$ cat config.mk
export PLATFORM = sky130hd
export DESIGN_NAME = crpm_top
export DESIGN_NICKNAME = d
export VERILOG_FILES = /design/src/rtl/crpm_pkg.sv /design/src/rtl/crpm_sync.sv /design/src/rtl/crpm_top.sv
export VERILOG_INCLUDE_DIRS = /design/src /design/src/rtl
export SDC_FILE = /design/constraint.sdc
export NUM_CORES = 1
export LEC_CHECK = 0
export BUFFER_PORTS_ARGS = -buffer_cell sky130_fd_sc_hd__buf_4
export CAP_MARGIN = 40
export CORE_MARGIN = 5
export CORE_UTILIZATION = 35
export DETAILED_ROUTE_END_ITERATION = 10
export HOLD_SLACK_MARGIN = 0.05
export PLACE_DENSITY = 0.65
export SYNTH_ARGS = -nofsm -noshare
export SYNTH_HDL_FRONTEND = slang
export SYNTH_SLANG_ARGS = --single-unit
$ cat constraint.sdc
create_clock -name REF_CLK -period 1.8 [get_ports REF_CLK]
set_input_delay 0.27 -clock REF_CLK [delete_from_list [all_inputs] [get_ports REF_CLK]]
set_output_delay 0.27 -clock REF_CLK [all_outputs]
set_load 0.005 [all_outputs]
$ cat src/rtl/crpm_consts.svh
// Purpose: constants of the core reset and power-mode sequencer
// Assumes: one core clock, four clock phases per instruction cycle
// Notes: offsets, field positions, reset values and timing counts only
`ifndef CRPM_CONSTS_SVH
`define CRPM_CONSTS_SVH

`define CRPM_PWR_CTRL_ADDR 8'h87
`define CRPM_PWR_CTRL_RESET 8'h00
`define CRPM_PWR_CTRL_MASK 8'h8f
`define CRPM_BIT_IDLE 0
`define CRPM_BIT_STOP 1
`define CRPM_BIT_FLAG_LOW 2
`define CRPM_BIT_FLAG_HIGH 3
`define CRPM_BIT_RATE_DOUBLER 7
`define CRPM_RESET_VECTOR 16'h0000
`define CRPM_PHASE_LAST 2'h3
`define CRPM_PHASE_RESET 2'h0
`define CRPM_CLK_PERIOD_NS 20
// Start delay in tenths of a clock cycle, rounded up to whole cycles
`define CRPM_START_DELAY_X10 15
`define CRPM_START_CYCLES ((`CRPM_START_DELAY_X10 + 9) / 10)

`endif

$ cat src/rtl/crpm_pkg.sv
// Purpose: types of the core reset and power-mode sequencer
// Assumes: nothing beyond the constants header
// Notes: encodings written out
`default_nettype none
package crpm_pkg;
	typedef enum logic [1:0] {
		CRPM_RUN = 2'b00,
		CRPM_IDLE = 2'b01,
		CRPM_STOP = 2'b10
	} crpm_mode_e;
	typedef enum logic [1:0] {
		CRPM_RS_RUN = 2'b00,
		CRPM_RS_LOW1 = 2'b01,
		CRPM_RS_HELD = 2'b10,
		CRPM_RS_HIGH1 = 2'b11
	} crpm_rst_e;
endpackage
`default_nettype wire

$ cat src/rtl/crpm_sync.sv
// Purpose: two-flop synchroniser for the slow pins
// Assumes: pins are asynchronous to the core clock
// Notes: the first stage is read only by the second
`default_nettype none
module crpm_sync
	import crpm_pkg::*;
(
	input wire logic clk,
	input wire logic rst,
	input wire logic [2:0] pin_in,
	output logic [2:0] pin_sync
);
	logic [2:0] meta_reg;
	logic [2:0] sync_reg;

	// Pins idle high for reset, low for the interrupts
	always_ff @(posedge clk) begin
		if (rst) begin
			meta_reg <= 3'h1;
			sync_reg <= 3'h1;
		end else begin
			meta_reg <= pin_in;
			sync_reg <= meta_reg;
		end
	end

	assign pin_sync = sync_reg;
endmodule // crpm_sync
`default_nettype wire

$ cat src/rtl/crpm_top.sv
// Purpose: reset sequencing and idle/stop control of the core
// Assumes: CPU pulses INSTR_DONE at each instruction end; INT_REQ is an enabled interrupt
// Notes: POR_N asserts asynchronously, releases through two flops
`include "crpm_consts.svh"
`default_nettype none
module crpm_top
	import crpm_pkg::*;
(
	input wire logic REF_CLK,
	input wire logic SYS_RST,
	input wire logic POR_N,
	input wire logic RST_IN_N,
	input wire logic PFI,
	input wire logic WDTI,
	input wire logic [7:0] SFR_ADDR,
	input wire logic [7:0] SFR_WDATA,
	input wire logic SFR_WR,
	input wire logic SFR_RD,
	output logic [7:0] SFR_RDATA,
	input wire logic INSTR_DONE,
	input wire logic INT_REQ,
	output logic RST_OUT_N,
	output logic IDLE_MODE_N,
	output logic STOP_MODE_N,
	output logic CPU_RUN,
	output logic CPU_START,
	output logic [15:0] START_ADDR,
	output logic [1:0] PHASE,
	output logic SERIAL_ZERO_RATE_DOUBLER,
	output logic POWER_FAIL_REQ,
	output logic WATCHDOG_EDGE
);
	logic por_meta_reg;
	logic por_ok_reg;
	logic [2:0] pins_s;
	logic rst_in_s;
	logic pfi_s;
	logic wdti_s;
	logic int_rst;
	logic fourth_phase;
	logic [1:0] phase_reg;
	crpm_rst_e rst_state_reg;
	crpm_rst_e rst_state_next;
	logic rst_out_n_reg;
	crpm_mode_e mode_reg;
	crpm_mode_e mode_next;
	logic idle_n_reg;
	logic stop_n_reg;
	logic [7:0] power_control_reg;
	logic [7:0] rdata_reg;
	logic [1:0] start_cnt_reg;
	logic start_reg;
	logic run_reg;
	logic pfi_lvl_reg;
	logic wdti_prev_reg;
	logic wdti_edge_reg;
	logic pc_write;

	function automatic logic sfr_hit(input logic [7:0] addr);
		sfr_hit = (addr == `CRPM_PWR_CTRL_ADDR);
	endfunction

	// Asynchronous assert, synchronous release; no outside synchroniser needed
	always_ff @(posedge REF_CLK or negedge POR_N) begin
		if (!POR_N) begin
			por_meta_reg <= 1'b0;
			por_ok_reg <= 1'b0;
		end else begin
			por_meta_reg <= 1'b1;
			por_ok_reg <= por_meta_reg;
		end
	end

	crpm_sync u_sync (
		.clk(REF_CLK),
		.rst(SYS_RST),
		.pin_in({WDTI, PFI, RST_IN_N}),
		.pin_sync(pins_s)
	);
	assign rst_in_s = pins_s[0];
	assign pfi_s = pins_s[1];
	assign wdti_s = pins_s[2];

	// Mode, control and start logic reset from SYS_RST or the reset output; phase and reset state from SYS_RST or por_ok only
	assign int_rst = SYS_RST || !rst_out_n_reg;

	// Phase counter keeps running in standard reset so release can be seen
	always_ff @(posedge REF_CLK) begin
		if (SYS_RST || !por_ok_reg) begin
			phase_reg <= `CRPM_PHASE_RESET;
		end else if (mode_reg == CRPM_STOP || mode_next == CRPM_STOP) begin
			phase_reg <= `CRPM_PHASE_RESET;
		end else begin
			phase_reg <= phase_reg + 2'h1;
		end
	end
	assign fourth_phase = (phase_reg == `CRPM_PHASE_LAST) && (mode_reg != CRPM_STOP);

	// Two equal samples in a row are needed to change reset state
	always_comb begin
		rst_state_next = rst_state_reg;
		if (fourth_phase) begin
			unique case (rst_state_reg)
				CRPM_RS_RUN: rst_state_next = rst_in_s ? CRPM_RS_RUN : CRPM_RS_LOW1;
				CRPM_RS_LOW1: rst_state_next = rst_in_s ? CRPM_RS_RUN : CRPM_RS_HELD;
				CRPM_RS_HELD: rst_state_next = rst_in_s ? CRPM_RS_HIGH1 : CRPM_RS_HELD;
				CRPM_RS_HIGH1: rst_state_next = rst_in_s ? CRPM_RS_RUN : CRPM_RS_HELD;
			endcase
		end
	end

	always_ff @(posedge REF_CLK) begin
		if (SYS_RST || !por_ok_reg) begin
			rst_state_reg <= CRPM_RS_RUN;
		end else begin
			rst_state_reg <= rst_state_next;
		end
	end

	// Release lags por_ok by one edge, so at least two clocks after POR_N rises
	always_ff @(posedge REF_CLK or negedge POR_N) begin
		if (!POR_N) begin
			rst_out_n_reg <= 1'b0;
		end else if (SYS_RST || !por_ok_reg) begin
			rst_out_n_reg <= 1'b0;
		end else begin
			rst_out_n_reg <= (rst_state_next == CRPM_RS_RUN) || (rst_state_next == CRPM_RS_LOW1);
		end
	end

	// Idle and stop are entered only at an instruction boundary; idle ends on INT_REQ
	always_comb begin
		mode_next = mode_reg;
		unique case (mode_reg)
			CRPM_RUN: begin
				if (INSTR_DONE && power_control_reg[`CRPM_BIT_STOP]) begin
					mode_next = CRPM_STOP;
				end else if (INSTR_DONE && power_control_reg[`CRPM_BIT_IDLE]) begin
					mode_next = CRPM_IDLE;
				end
			end
			CRPM_IDLE: begin
				if (INT_REQ) begin
					mode_next = CRPM_RUN;
				end
			end
			CRPM_STOP: mode_next = CRPM_STOP;
			default: mode_next = CRPM_RUN;
		endcase
	end

	always_ff @(posedge REF_CLK) begin
		if (int_rst) begin
			mode_reg <= CRPM_RUN;
		end else begin
			mode_reg <= mode_next;
		end
	end

	always_ff @(posedge REF_CLK) begin
		if (int_rst) begin
			idle_n_reg <= 1'b1;
			stop_n_reg <= 1'b1;
		end else begin
			idle_n_reg <= (mode_next != CRPM_IDLE);
			stop_n_reg <= (mode_next != CRPM_STOP);
		end
	end

	assign pc_write = SFR_WR && sfr_hit(SFR_ADDR);

	// A software write of the idle bit beats the hardware clear
	always_ff @(posedge REF_CLK) begin
		if (int_rst) begin
			power_control_reg <= `CRPM_PWR_CTRL_RESET;
		end else if (pc_write) begin
			power_control_reg <= SFR_WDATA & `CRPM_PWR_CTRL_MASK;
		end else if (mode_reg == CRPM_IDLE && INT_REQ) begin
			power_control_reg[`CRPM_BIT_IDLE] <= 1'b0;
		end
	end

	// Unmapped reads answer zero; reserved bits read zero
	always_ff @(posedge REF_CLK) begin
		if (int_rst) begin
			rdata_reg <= 8'h00;
		end else if (SFR_RD) begin
			rdata_reg <= sfr_hit(SFR_ADDR) ? power_control_reg : 8'h00;
		end
	end

	// 1.5 clocks cannot be hit on one edge; the later rising edge is used
	always_ff @(posedge REF_CLK) begin
		if (int_rst) begin
			start_cnt_reg <= 2'(`CRPM_START_CYCLES);
			start_reg <= 1'b0;
			run_reg <= 1'b0;
		end else begin
			start_reg <= (start_cnt_reg == 2'h1);
			if (start_cnt_reg != 2'h0) begin
				start_cnt_reg <= start_cnt_reg - 2'h1;
			end
			run_reg <= (start_cnt_reg <= 2'h1) && (mode_next == CRPM_RUN);
		end
	end

	// Power-fail is a level, watchdog a rising edge, both taken at the fourth phase
	always_ff @(posedge REF_CLK) begin
		if (int_rst) begin
			pfi_lvl_reg <= 1'b0;
			wdti_prev_reg <= 1'b0;
			wdti_edge_reg <= 1'b0;
		end else begin
			wdti_edge_reg <= fourth_phase && wdti_s && !wdti_prev_reg;
			if (fourth_phase) begin
				pfi_lvl_reg <= pfi_s;
				wdti_prev_reg <= wdti_s;
			end
		end
	end

	assign SFR_RDATA = rdata_reg;
	assign RST_OUT_N = rst_out_n_reg;
	assign IDLE_MODE_N = idle_n_reg;
	assign STOP_MODE_N = stop_n_reg;
	assign CPU_RUN = run_reg;
	assign CPU_START = start_reg;
	assign START_ADDR = `CRPM_RESET_VECTOR;
	assign PHASE = phase_reg;
	assign SERIAL_ZERO_RATE_DOUBLER = power_control_reg[`CRPM_BIT_RATE_DOUBLER];
	assign POWER_FAIL_REQ = pfi_lvl_reg;
	assign WATCHDOG_EDGE = wdti_edge_reg;
endmodule // crpm_top
`default_nettype wire

# Word level (Yosys, flattened, before mapping)
# Cells that the tools add are included.
# word_totals
output_inout_bits	34
ramBits	0
latch_bits	0
memories	0
romBits	0
register_bits	37
input_bits	26
# op_classes
n_shift	0
n_addsub	2
n_eq_ne	13
order_cmp	1
bitwise	0
muxes	13
n_div	0
n_reduce_logical	23
mul	0
# ops
operator	count
2-bit case mux with 3 select lines	2
2-bit equality test, second input constant	5
2-bit two-way mux	5
2-bit by 1-bit equality test with 1-bit output, second input constant	4
8-bit equality test, second input constant	1
1-bit logical AND	8
2-bit zero test	4
8-bit two-way mux	1
1-bit two-way mux	5
1-bit logical OR	4
2-bit != test, second input constant	2
2-bit nonzero test	2
2-bit OR reduction	2
1-bit zero test	3
2-bit by 1-bit adder with 2-bit output, second input constant	1
2-bit by 1-bit less-or-equal comparator with 1-bit output, second input constant	1
2-bit by 1-bit != test with 1-bit output, second input constant	1
2-bit by 1-bit subtractor with 2-bit output, second input constant	1

# Logic depth before layout (Yosys ltp)
# logic_depth
word_depth	7
mapped_depth	5
depth_no_buf	4

# By module
# A second synthesis with hierarchy kept.
# hier_totals
hier_cells	145
hier_area_um2	1426.4
# modules_own_cells
mod	instances	area_each_um2	cells_each
crpm_top	1	1268.7	133
crpm_sync	1	157.7	12

# Worst setup path after synthesis
# Ideal clock, no wire load.
# synth_path
path_type	reg-to-reg
startpoint	register phase_reg[0] (netlist: PHASE[0])
endpoint	register (tool-made name)
n_path_buf	0
stages_incl_launch_ff	5
path_slack_ns	0.494
period_less_slack_ns	1.306
arrival_time_ns	1.236
setup_ns	0.070
path_cell_list	dfxtp_1 ha_1 inv_1 or4_1 a21oi_1
# synth_lines
item	line_no	rtl
start: declaration	crpm_top.sv:41	logic [1:0] phase_reg;
start signal: assignment	crpm_top.sv:90	phase_reg <= `CRPM_PHASE_RESET;
start signal: assignment	crpm_top.sv:92	phase_reg <= `CRPM_PHASE_RESET;
start signal: assignment	crpm_top.sv:94	phase_reg <= phase_reg + 2'h1;

==> flow_metrics.tcl <==
set metrics [dict create \
    fp.dieW_um 73.9 \
    cts.clk_slew.worst_paths_ps 60 \
    dieArea_sq_um 5460 \
    cts-buffers-inserted 5 \
    cts.sinks 34 \
    clkLatencyLatePin_ps 280 \
    first_global_vias 885 \
    cts_tree "yes" \
    synth_seq_cells 34 \
    rows 23 \
    rsz0062_at_grt "no" \
    cts_htree_levels 2 \
    io_buffers 37 \
    cp_data_required_time_ps 2010 \
    power_density_nw_per_um2 804 \
    drive_gt1_share_pct 27.7 \
    max_freq_mhz 713 \
    synth_area_per_cell_sq_um 9.78 \
    cap_violations 0 \
    drtIter0Drc 51 \
    drt-total-wl_mm 2.56 \
    leakage_nw 0.750 \
    layout.nets 216 \
    grt_max_degree 14 \
    hold_class "in2reg" \
    period_needed_ps 1400 \
    syn_area_sq_um 1430 \
    ys_seq_area_share_pct 48.7 \
    place.gp.congestion 0.710 \
    avgRoutedWirePerCell_um 10.8 \
    grt_pass1_wl_mm 3.93 \
    end_kind "flip-flop" \
    detail-route-antenna-nets 0 \
    clock_skew_ps 3.37 \
    arrival_ps 1610 \
    track_usage_pct 9.63 \
    status "finished clean" \
    hold-worst-slack_ps 173 \
    critPathKind "reg2reg" \
    avgViaCountPerCell 4.20 \
    dp_hpwl_mm 1.98 \
    synthCells 146 \
    finalSetupViolations 0 \
    cts_resized 0 \
    tns_ps 0 \
    syn2layout_area_growth_pct 24.7 \
    diodes 0 \
    final_max_slew_viol_count 0 \
    synthDistinctLibCells 35 \
    clk_path_buf_depth 2 \
    start_util_pct 35.9 \
    grt_overflow 0 \
    post-route-drc-count 0 \
    antenna_found_initial 0 \
    root_buffer "clkbuf_8" \
    worstPathMaxFanout 6 \
    die_y_um 73.9 \
    core_area_sq_um 3970 \
    hold_viol_final 0 \
    vias 1000 \
    dr.pass1.iters 4 \
    ir_drop_uv 544 \
    finalCritPeriodShare_pct 77.9 \
    cp-start-kind "flip-flop" \
    yosys_warnings 0 \
    io_pins 60 \
]
-- layout by cell type (no fill, tap or decap), types with 2 or more instances in the layout --
| cell type | Yosys | final |
|---|---|---|
| buf_4 | 19 | 39 |
| dfxtp_1 | 31 | 31 |
| conb_1 | 2 | 20 |
| nand2_1 | 11 | 11 |
| a21oi_1 | 10 | 10 |
| nand2b_1 | 9 | 9 |
| inv_1 | 6 | 6 |
| clkbuf_8 | 0 | 6 |
| nor2b_1 | 5 | 5 |
| mux2i_1 | 5 | 5 |
| nand4_1 | 5 | 5 |
| nor3_1 | 4 | 4 |
| dfrtp_1 | 3 | 3 |
| nand3_1 | 3 | 3 |
| nor2_1 | 3 | 3 |
| o21ai_0 | 3 | 3 |
| ha_1 | 3 | 3 |
| nand3b_1 | 2 | 2 |
| or2_2 | 2 | 2 |
| xor2_1 | 2 | 2 |
-- worst max-delay path, cell delays in order (launching register included) --
cell	delay, ps
dfxtp_1	350
ha_1	230
inv_1	120
or4_1	510
a21oi_1	120
-- cell type report --
type,count,area (sq um)
clock inverters,1,5.00
flip-flops and latches,34,696
inverters,6,22.5
well taps,50,62.6
multi-input cells,100,606
clock buffers,7,86.3
fillers,414,2190
repair buffers,40,303
-- cell usage after synthesis, drive strengths merged --
cell type | instances | share of area [%]
buf | 22 | 11
dfxtp | 31 | 43
nand2 | 11 | 2.9
conb | 2 | 0.53
nor3 | 4 | 1.4
nand2b | 9 | 3.9
or2 | 2 | 0.88
and4b | 1 | 0.70
dfrtp | 3 | 5.3
a2111oi | 1 | 0.61
nor3b | 1 | 0.53
nor2 | 3 | 0.79
and3 | 1 | 0.44
nand3 | 3 | 1.1
and2 | 1 | 0.44
nand4bb | 1 | 0.79
nand3b | 2 | 1.1
o21ai | 3 | 1.1
nor2b | 6 | 2.8
a21oi | 10 | 3.5
a31oi | 1 | 0.44
mux2 | 1 | 0.79
clkbuf | 2 | 0.53
or4 | 1 | 0.53
o21ba | 1 | 0.70
mux2i | 5 | 3.5
ha | 3 | 2.6
inv | 6 | 1.6
nand4 | 5 | 2.2
nor4b | 2 | 2.3
xor2 | 2 | 1.2
-- routing by layer --
layer / up-vias / global-route usage [%] / part of all wire (%)
li1: 528 / - / -
met1: 436 / 11.9 / 43
met2: 31 / 14.2 / 47
met3: 5 / 3.83 / 8.5
met4: 0 / 5.43 / 1.7
met5: - / 0 / 0
-- final timing paths --
path / slack (ps) / start / end / depth (start not counted)
max: 400 / PHASE[0]$_SDFF_PP0_ / flip-flop / 4
min: 170 / RST_IN_N / u_sync.meta_reg[0]$_SDFF_PP1_ / 2
max reg2reg: 400 / PHASE[0]$_SDFF_PP0_ / flip-flop / 4
min reg2reg: 350 / por_meta_reg$_DFF_PN0_ / por_ok_reg$_DFF_PN0_ / 0
max in group asynchronous: 1390 / POR_N / por_ok_reg$_DFF_PN0_ / 2
min in group asynchronous: 310 / POR_N / RST_OUT_N$_DFF_PN0_ / 2
-- cells by family after synthesis --
| logic type | share of synthesized area, % |
|---|---|
| AND/OR/NAND/NOR | 22.7 |
| flip-flops | 48.7 |
| buffers and inverters | 13.6 |
| AO/OA/AOI/OAI | 6.31 |
| multiplexers | 4.29 |
| adder cells (fa/ha/maj) | 2.63 |
| other | 0.526 |
| XOR/XNOR | 1.23 |
-- repair_timing --
| action | in CTS | in global routing |
|---|---|---|
| setup endpoints to repair | 0 | 0 |
| hold buffers | 1 | 0 |
| hold endpoints to repair | 3 | 0 |
| setup buffers | 0 | 0 |
-- metrics by stage --
stage	utilization, %	setup WS, ps	total power, mW	std cells	area [sq um]
final	44.8	397	1.43	238	1780
after detailed placement	42.3	312	0.886	229	1680
after global placement	42.3	329	0.884	229	1680
after global routing	44.8	298	1.50	238	1780
after floorplan	-	494	0.862	164	1500
after CTS	44.8	391	1.45	238	1780
-- where the power goes --
group / internal [mW] / switching (mW)
combinational: 0.0552 / 0.0420
clock: 0.308 / 0.253
sequential: 0.767 / 0.00596
Power figures use the tool's default switching activity.
